--- src/hw/mpc_pkg.sv ---
package mpc_pkg;

	// Clock period of mclk in nanoseconds (10 MHz).
	localparam int CLK_PERIOD_NS = 100;

	// Glitch filter: an input must hold a new level this long before it is believed.
	localparam int FILT_NS = 10_000;
	localparam int FILT_CYC = (FILT_NS + CLK_PERIOD_NS - 1) / CLK_PERIOD_NS;
	localparam int FILT_W = 8;

	// Spacing between switching on two successive onboard rails.
	localparam int STEP_NS = 200_000;
	localparam int STEP_CYC = (STEP_NS + CLK_PERIOD_NS - 1) / CLK_PERIOD_NS;
	localparam int STEP_W = 12;

	// Number of onboard rails switched on in sequence.
	localparam int RAIL_N = 3;
	localparam logic [RAIL_N-1:0] RAILS_OFF = 3'h0;
	localparam logic [RAIL_N-1:0] RAILS_ALL = 3'h7;

	// Sleep targets that system software may request from the running state.
	localparam logic [1:0] TGT_S3 = 2'h1;
	localparam logic [1:0] TGT_S4 = 2'h2;
	localparam logic [1:0] TGT_S5 = 2'h3;

	// Power states of the module.
	typedef enum logic [2:0] {
		ST_OFF = 3'b000,
		ST_SEQ = 3'b001,
		ST_ON = 3'b010,
		ST_S3 = 3'b011,
		ST_S4 = 3'b100,
		ST_DEEP = 3'b101
	} mpc_state_e;

	// Request from system software: a sleep target or entry into deep sleep.
	typedef struct packed {
		logic req;
		logic deep;
		logic [1:0] target;
	} mpc_swreq_s;

	// Status shown to the rest of the module.
	typedef struct packed {
		mpc_state_e state;
		mpc_state_e origin;
		logic deep;
		logic ctxKept;
	} mpc_status_s;

endpackage

--- src/hw/mpc_power_control.sv ---
`timescale 1ns/1ps
module mpc_power_control
	import mpc_pkg::*;
(
	// Clock and reset.
	input wire logic mclk,
	input wire logic rst_n,
	// Carrier-side pins.
	input wire logic powerGoodIn,
	input wire logic powerButtonN,
	output logic supplyOnN,
	// Requests from the rest of the module.
	input wire mpc_swreq_s swReq,
	input wire logic buttonToSleep,
	input wire logic wakeEvent,
	input wire logic deepWake,
	// Onboard control and status.
	output logic [RAIL_N-1:0] railEnable,
	output logic moduleResetN,
	output mpc_status_s status
);

	// Main supply and rails are wanted in these states only.
	function automatic logic isPowered(input mpc_state_e s);
		return (s == ST_SEQ) || (s == ST_ON);
	endfunction

	logic [1:0] rawPins; // Raw pins: bit 0 power good, bit 1 button.
	logic [1:0] cleanPins; // Filtered copies of rawPins.
	logic pgFilt; // Clean power good.
	logic btnFilt; // Clean button level, low while pressed.
	logic btnPrev_r; // Button level one cycle ago, for press detection.
	logic btnPress; // One-cycle pulse on a press.

	mpc_state_e st_r; // Current power state.
	mpc_state_e st_nxt;
	mpc_state_e origin_r; // State from which deep sleep was entered.
	mpc_state_e origin_nxt;
	logic [RAIL_N-1:0] rail_r; // Onboard rail enables.
	logic [RAIL_N-1:0] rail_nxt;
	logic [STEP_W-1:0] step_r; // Cycles spent on the current rail step.
	logic [STEP_W-1:0] step_nxt;
	logic supplyOnN_r; // Registered supply request, low means on.
	logic supplyOnN_nxt;
	logic resetN_r; // Registered module reset, low holds reset.
	logic resetN_nxt;
	mpc_status_s status_r; // Registered status.
	mpc_status_s status_nxt;

	// An undriven power good pin is pulled high outside, so it reads good here.
	assign rawPins = {powerButtonN, powerGoodIn};

	// Both pins pass the same synchroniser and glitch filter.
	// Power good resets low so nothing boots before it is seen; the button resets released.
	for (genvar i = 0; i < 2; i++) begin : gFilt
		mpc_input_filter #(
			.RESET_VAL(i == 1)
		) uFilt (
			.mclk(mclk),
			.rst_n(rst_n),
			.rawIn(rawPins[i]),
			.filtOut(cleanPins[i])
		);
	end

	assign pgFilt = cleanPins[0];
	assign btnFilt = cleanPins[1];
	// A press is the falling edge of the clean level, so one push gives one event.
	assign btnPress = btnPrev_r && !btnFilt;

	// Next power state, rail stepping and deep-sleep origin.
	always_comb begin
		st_nxt = st_r;
		origin_nxt = origin_r;
		rail_nxt = rail_r;
		step_nxt = step_r;
		unique case (st_r)
			ST_SEQ: begin
				if (!pgFilt) begin
					// Nothing moves until the carrier says power is good.
					rail_nxt = RAILS_OFF;
					step_nxt = '0;
				end else if (step_r == STEP_W'(STEP_CYC - 1)) begin
					step_nxt = '0;
					if (rail_r == RAILS_ALL) begin
						st_nxt = ST_ON;
					end else begin
						rail_nxt = {rail_r[RAIL_N-2:0], 1'b1};
					end
				end else begin
					step_nxt = step_r + STEP_W'(1);
				end
			end
			ST_ON: begin
				if (!pgFilt) begin
					// Losing power good drops back into reset and restarts sequencing.
					st_nxt = ST_SEQ;
					rail_nxt = RAILS_OFF;
				end else if (btnPress) begin
					// Firmware chooses whether the button suspends or shuts down.
					st_nxt = buttonToSleep ? ST_S3 : ST_OFF;
				end else if (swReq.req && !swReq.deep) begin
					unique case (swReq.target)
						TGT_S3: st_nxt = ST_S3;
						TGT_S4: st_nxt = ST_S4;
						TGT_S5: st_nxt = ST_OFF;
						default: st_nxt = ST_ON;
					endcase
				end
			end
			ST_OFF, ST_S3, ST_S4: begin
				if (btnPress || wakeEvent) begin
					st_nxt = ST_SEQ;
				end else if (swReq.req && swReq.deep) begin
					// Remember where we came from, which also decides whether context survives.
					st_nxt = ST_DEEP;
					origin_nxt = st_r;
				end
			end
			ST_DEEP: begin
				// Only the button and the dedicated deep wake are watched here.
				if (btnPress || deepWake) begin
					st_nxt = origin_r;
				end
			end
			default: begin
				// Unused codes fall back to soft-off.
				st_nxt = ST_OFF;
			end
		endcase
		// Rails are never left on outside the powered states.
		if (!isPowered(st_nxt)) begin
			rail_nxt = RAILS_OFF;
			step_nxt = '0;
		end
	end

	// Output values, computed from the next state so they line up with it.
	always_comb begin
		supplyOnN_nxt = !isPowered(st_nxt);
		resetN_nxt = (st_nxt == ST_ON) && pgFilt;
		status_nxt.state = st_nxt;
		status_nxt.origin = origin_nxt;
		status_nxt.deep = (st_nxt == ST_DEEP);
		// Memory survives only in suspend-to-RAM, directly or under deep sleep.
		status_nxt.ctxKept = (st_nxt == ST_S3) ||
			((st_nxt == ST_DEEP) && (origin_nxt == ST_S3));
	end

	// Registers only. Reset enters sequencing so a board without a button still boots.
	always_ff @(posedge mclk or negedge rst_n) begin
		if (!rst_n) begin
			st_r <= ST_SEQ;
			origin_r <= ST_OFF;
			rail_r <= RAILS_OFF;
			step_r <= '0;
			btnPrev_r <= 1'b1;
			supplyOnN_r <= 1'b0;
			resetN_r <= 1'b0;
			status_r <= '{state: ST_SEQ, origin: ST_OFF, deep: 1'b0, ctxKept: 1'b0};
		end else begin
			st_r <= st_nxt;
			origin_r <= origin_nxt;
			rail_r <= rail_nxt;
			step_r <= step_nxt;
			btnPrev_r <= btnFilt;
			supplyOnN_r <= supplyOnN_nxt;
			resetN_r <= resetN_nxt;
			status_r <= status_nxt;
		end
	end

	assign supplyOnN = supplyOnN_r;
	assign moduleResetN = resetN_r;
	assign railEnable = rail_r;
	assign status = status_r;

	// Checks on the sequencer.
	a_seq_waits_pg: assert property (@(posedge mclk) disable iff (!rst_n)
		(st_r == ST_SEQ && !pgFilt) |=> (st_r == ST_SEQ && rail_r == RAILS_OFF))
		else $error("sequencing advanced without power good");

	a_reset_held: assert property (@(posedge mclk) disable iff (!rst_n)
		!pgFilt |=> !moduleResetN)
		else $error("module left reset while power good low");

	// Judged at the entry edge only, since a legal press may move on one cycle later.
	a_boot_undriven: assert property (@(posedge mclk) disable iff (!rst_n)
		(st_r == ST_SEQ && pgFilt && rail_r == RAILS_ALL && step_r == STEP_W'(STEP_CYC - 1))
		|=> (st_r == ST_ON && moduleResetN))
		else $error("power-up did not complete with power good high");

	a_supply_on: assert property (@(posedge mclk) disable iff (!rst_n)
		(st_r == ST_ON || st_r == ST_SEQ) |-> !supplyOnN)
		else $error("supply request not low while powered");

	a_button_sleep: assert property (@(posedge mclk) disable iff (!rst_n)
		(st_r == ST_ON && pgFilt && btnPress)
		|=> (st_r == ($past(buttonToSleep) ? ST_S3 : ST_OFF)))
		else $error("button press response wrong");

	// Status is registered from the next state, so context shows at the entry edge itself.
	a_s3_entry: assert property (@(posedge mclk) disable iff (!rst_n)
		(st_r == ST_ON && pgFilt && !btnPress && swReq.req && !swReq.deep && swReq.target == TGT_S3)
		|=> (st_r == ST_S3 && status.ctxKept && supplyOnN))
		else $error("suspend-to-RAM not entered");

	a_deep_power: assert property (@(posedge mclk) disable iff (!rst_n)
		(st_r == ST_DEEP) |-> (supplyOnN && rail_r == RAILS_OFF && !moduleResetN))
		else $error("power left on in deep sleep");

	a_deep_limited: assert property (@(posedge mclk) disable iff (!rst_n)
		(st_r == ST_DEEP && !btnPress && !deepWake) |=> (st_r == ST_DEEP))
		else $error("deep sleep left without a deep wake event");

	a_deep_return: assert property (@(posedge mclk) disable iff (!rst_n)
		(st_r == ST_DEEP && (btnPress || deepWake)) |=> (st_r == $past(origin_r)))
		else $error("deep sleep did not resume into its origin");

	a_deep_entry: assert property (@(posedge mclk) disable iff (!rst_n)
		(st_r != ST_DEEP ##1 st_r == ST_DEEP)
		|-> ($past(st_r) inside {ST_S3, ST_S4, ST_OFF} && origin_r == $past(st_r)))
		else $error("deep sleep entered from an illegal state");

endmodule

--- src/hw/mpc_input_filter.sv ---
`timescale 1ns/1ps
module mpc_input_filter
	import mpc_pkg::*;
#(
	parameter logic RESET_VAL = 1'b0
) (
	// Clock and reset.
	input wire logic mclk,
	input wire logic rst_n,
	// Raw pin level and its clean copy.
	input wire logic rawIn,
	output logic filtOut
);

	logic sync1_r; // First synchroniser stage, read only by the second.
	logic sync2_r; // Second synchroniser stage.
	logic filt_r; // Accepted level.
	logic filt_nxt;
	logic [FILT_W-1:0] cnt_r; // Cycles the synchronised level has differed from filt_r.
	logic [FILT_W-1:0] cnt_nxt;

	// A new level is accepted only after it has held for FILT_CYC cycles.
	always_comb begin
		filt_nxt = filt_r;
		cnt_nxt = '0;
		if (sync2_r != filt_r) begin
			// Any bounce back to the old level restarts the count.
			if (cnt_r == FILT_W'(FILT_CYC - 1)) begin
				filt_nxt = sync2_r;
			end else begin
				cnt_nxt = cnt_r + FILT_W'(1);
			end
		end
	end

	// Registers only.
	always_ff @(posedge mclk or negedge rst_n) begin
		if (!rst_n) begin
			sync1_r <= RESET_VAL;
			sync2_r <= RESET_VAL;
			filt_r <= RESET_VAL;
			cnt_r <= '0;
		end else begin
			sync1_r <= rawIn;
			sync2_r <= sync1_r;
			filt_r <= filt_nxt;
			cnt_r <= cnt_nxt;
		end
	end

	assign filtOut = filt_r;

	// The clean level only moves after the full hold time.
	a_filter_hold: assert property (@(posedge mclk) disable iff (!rst_n)
		(filt_r != $past(filt_r)) |-> ($past(cnt_r) == FILT_W'(FILT_CYC - 1)))
		else $error("filtered level changed before hold time");

endmodule

--- config.mk ---
export PLATFORM = sky130hd
export DESIGN_NAME = mpc_power_control
export DESIGN_NICKNAME = d
export VERILOG_FILES = /design/src/hw/mpc_pkg.sv /design/src/hw/mpc_power_control.sv /design/src/hw/mpc_input_filter.sv
export SDC_FILE = /design/constraint.sdc
export NUM_CORES = 1
export LEC_CHECK = 0
export BUFFER_PORTS_ARGS = -buffer_cell sky130_fd_sc_hd__buf_2
export CORE_UTILIZATION = 58
export DETAILED_ROUTE_END_ITERATION = 10
export PLACE_DENSITY = 0.78
export SKIP_LAST_GASP = 1
export SLEW_MARGIN = 20
export SYNTH_ARGS = -nofsm -noshare
export SYNTH_HDL_FRONTEND = slang
export SYNTH_SLANG_ARGS = --single-unit
--- constraint.sdc ---
create_clock -name mclk -period 2.58 [get_ports mclk]
set_input_delay 0.258 -clock mclk [delete_from_list [all_inputs] [get_ports mclk]]
set_output_delay 0.258 -clock mclk [all_outputs]
set_load 0.02 [all_outputs]
==> summary.txt <==
STA
  – Max-slew violations: 0
  – Ratio of final minimum period to clock period: 0.9286
  – Worst-Margin Slew: 0.6073 ns
  – Worst Skew: 0.01051 ns
  – Setup repair after global routing missed its margin: false
  – Final setup TNS: 0 ns
  – Max frequency: 0.4174 GHz
  – Number of failing setup endpoints in the final timing report: 0
  – Hold violation count in the final report: 0
  – Worst hold slack after final layout: 0.06232 ns
  – Period minus WS final: 2.396 ns
  – Max-slew headroom: 0.5847

Placed design
  – # port buffers: 23
  – Final weighted congestion in routability-driven placement: 0.8341
  – Dpl hpwl: 3.407 mm
  – Number of cells in the design after placement: 319

Critical path
  – CP endpoint: step_r[10]
  – Worst reg2reg path depth: 6
  – RR Startpoint: btnPrev_r
  – Kind of critical path: flip-flop to flip-flop
  – CP Data Arrival Time: 2.60 ns
  – Worst reg2reg path endpoint: step_r[10]
  – Largest fanout on the critical path: 9
  – Slack of the worst reg-to-reg path: 0.18 ns
  – Critical Path Sink Type: flip-flop
  – Critical Path Start Type: flip-flop
  – Startpoint of the worst setup timing path: btnPrev_r
  – Worst EP required: 2.79 ns

Worst hold path
  – Min-delay worst type: input port to flip-flop
  – Cell depth of the worst min-delay path: 1

Clock tree
  – Clock Sink Count: 48
  – Cts bufs inserted: 5
  – CTS max path bufs: 2
  – H-tree depth: 2
  – Setup Fix Bufs, Post-CTS: 0
  – Insertion delay to the later sink of the worst-skew pair: 0.29 ns
  – CTS tree: done
  – Clock transition at path regs: 0.09 ns
  – Root buffer selected by CTS: clkbuf_8

GRT
  – Vias in the first global route: 1,718
  – Antenna violations before repair: 0
  – Wire length of the first global-routing pass: 7.665 mm
  – GR Util All Layers: 0.2302
  – Maximum number of pins on one net before global-route repair: 21
  – Total grt overflow: 0

Drt
  – First-pass iteration count of the detailed router: 4
  – WL final: 4.732 mm
  – Average wire per cell in the routed design: 14.43 um
  – Met2 WL: 2.213 mm
  – DR vias/cell: 5.805
  – Highest routed metal layer: met4
  – Violation count after the first detailed-routing iteration: 211
  – DRC Markers: 0
  – Met3 Routed Length: 182 um
  – Number of routed nets with antenna violations: 0
  – Wire length on met1: 2.301 mm
  – Via count: 1,904

Synthesis
  – Number of enable flip-flop cells after synthesis: 0
  – Biggest area consumer among synthesized cells: dfrtp_1
  – Number of synthesized register bits: 48
  – Async SR Flop Fraction: 1.000
  – Unique cell type count in the Yosys netlist: 57
  – Count of yosys warnings during synthesis: 0
  – Post-synthesis sequential area ratio: 0.4864
  – Cells after synthesis: 248
  – Mean instance size in the synthesized netlist: 10.01 sq um
  – Post-synthesis instance area: 2482 sq um
  – Synth top area share: 0.4335
  – Most area-consuming cells after synthesis: dfrtp_1, dfstp_2, nor2_1
  – Number of nets produced by synthesis: 262
  – Top_reg_cell synth: dfrtp_1

Floorplan
  – Chip width: 67.42 um
  – Total die area: 4545 sq um
  – Initial Utilization: 0.6118
  – Placement row count: 23
  – Die height: 67.42 um
  – Top-Level Pins: 24
  – Area of the core: 4058 sq um

Cells and area
  – Final-layout fill cell count: 312
  – Area used by sequential logic in the layout: 1207 sq um
  – Net count reported at finish: 291
  – Final Non-Filler Cells: 328
  – Area growth from synthesis to final layout: 11.14%
  – # diodes: 0
  – Area of the multi-input gates: 1211 sq um
  – Fraction of layout instances using a drive strength above 1: 0.2158

Power
  – IR drop worst, VDD: 411.9 uV
  – Total power density per cell area: 606.3 nW/um^2
  – Lkg Pwr: 0.001197 uW

Run status
  – Run status: complete, no violations

Flow run
  – Max capacitance violation total: 0
worst max-delay path: stages (launching register included):
cell	delay, ns
dfstp_2	0.54
nor2b_4	0.23
o311ai_1	0.14
a221o_2	0.46
mux2i_1	0.16
or3_1	0.54
a311oi_2	0.23
what timing repair did:
item / CTS / global route
endpoints found under the hold margin: 8 / 0
endpoints found under the setup margin: 0 / 6
gates resized for setup: 0 / 2
hold buffers: 1 / 0
report_power, final:
group	leakage [uW]	internal, uW	switching [uW]
logic	0.000513	151	258
registers	0.000641	799	45.6
clock network	0.0000422	190	229
layer usage:
layer | GRT usage | up-vias
met5 | 0 | -
met3 | 0.05912 | 6
met2 | 0.3688 | 44
met1 | 0.3055 | 916
met4 | 0.07181 | 0
li1 | - | 938
placed cells by master, fill, tap and decap left out, drive strengths merged, types with 3 or more instances in the layout:
cell type	instances
a211oi	3
nand3b	4
nor3	6
xnor2	10
inv	5
or2	4
and4	4
xor2	8
and2	4
or3	3
dfstp	5
o21ai	9
ha	3
mux2	5
buf	30
nand2	14
a21oi	9
nand3	20
nand2b	7
clkbuf	7
nor2	32
nor2b	5
dfrtp	43
a31oi	3
sequential cells by signal, indices dropped and copies added, names as in the netlist:
| signal | flops |
|---|---|
| gFilt.uFilt.cnt_r | 16 |
| step_r | 12 |
| status | 8 |
| railEnable | 3 |
| gFilt.uFilt.filtOut | 2 |
| gFilt.uFilt.sync1_r | 2 |
| gFilt.uFilt.sync2_r | 2 |
| btnPrev_r | 1 |
| moduleResetN | 1 |
| supplyOnN | 1 |
Yosys cell counts (all sizes together) (3+ instances only):
master and number:
dfrtp 43, nor2 32, nand3 20, nand2 14, xnor2 10, a21oi 9
o21ai 9, xor2 8, nand2b 7, buf 6, nor3 6, dfstp 5
inv 5, mux2 5, nor2b 5, and2 4, and4 4, nand3b 4
or2 4, a211oi 3, a31oi 3, clkbuf 3, ha 3, or3 3
area by class of cell:
class	count	share of cell area
clock buffer	7	0.02766
clock inverter	1	0.001814
inverter	5	0.006803
multi-input combinational	186	0.4390
sequential	48	0.4376
tap	50	0.02268
timing repair buffer	31	0.06440
metrics by stage:
step                total power [uW]  setup slack, ns  utilization  cell area (sq um)
finish                          1673           0.1843       0.6799               2759
CTS                             1682          0.09627       0.6772               2748
floorplan                       1149           0.3706            -               2482
detailed placement              1261           0.1166       0.6546               2656
global placement                1254           0.1787       0.6546               2656
global route                    1772          0.07730       0.6799               2759
cells by family after synthesis:
group / after synthesis / synth area share
XOR/XNOR: 18 / 0.06351
flip-flops: 48 / 0.4864
AO/OA/AOI/OAI: 41 / 0.1154
buffers and inverters: 14 / 0.03024
multiplexers: 6 / 0.02671
adder cells (fa/ha/maj): 3 / 0.01512
AND/OR/NAND/NOR: 118 / 0.2626
how the worst min path moves through the flow:
stage,startpoint,end,slack [ns]
2_1_floorplan,rst_n,gFilt[0].uFilt.cnt_r[0],-0.04
3_3_place_gp,rst_n,status[0],0.15
3_5_place_dp,rst_n,status[0],0.16
4_1_cts,powerButtonN,gFilt[1].uFilt.sync1_r,0.05
5_1_grt,powerButtonN,gFilt[1].uFilt.sync1_r,0.05
6_report,powerButtonN,gFilt[1].uFilt.sync1_r,0.06
Power figures use the tool's default switching activity.
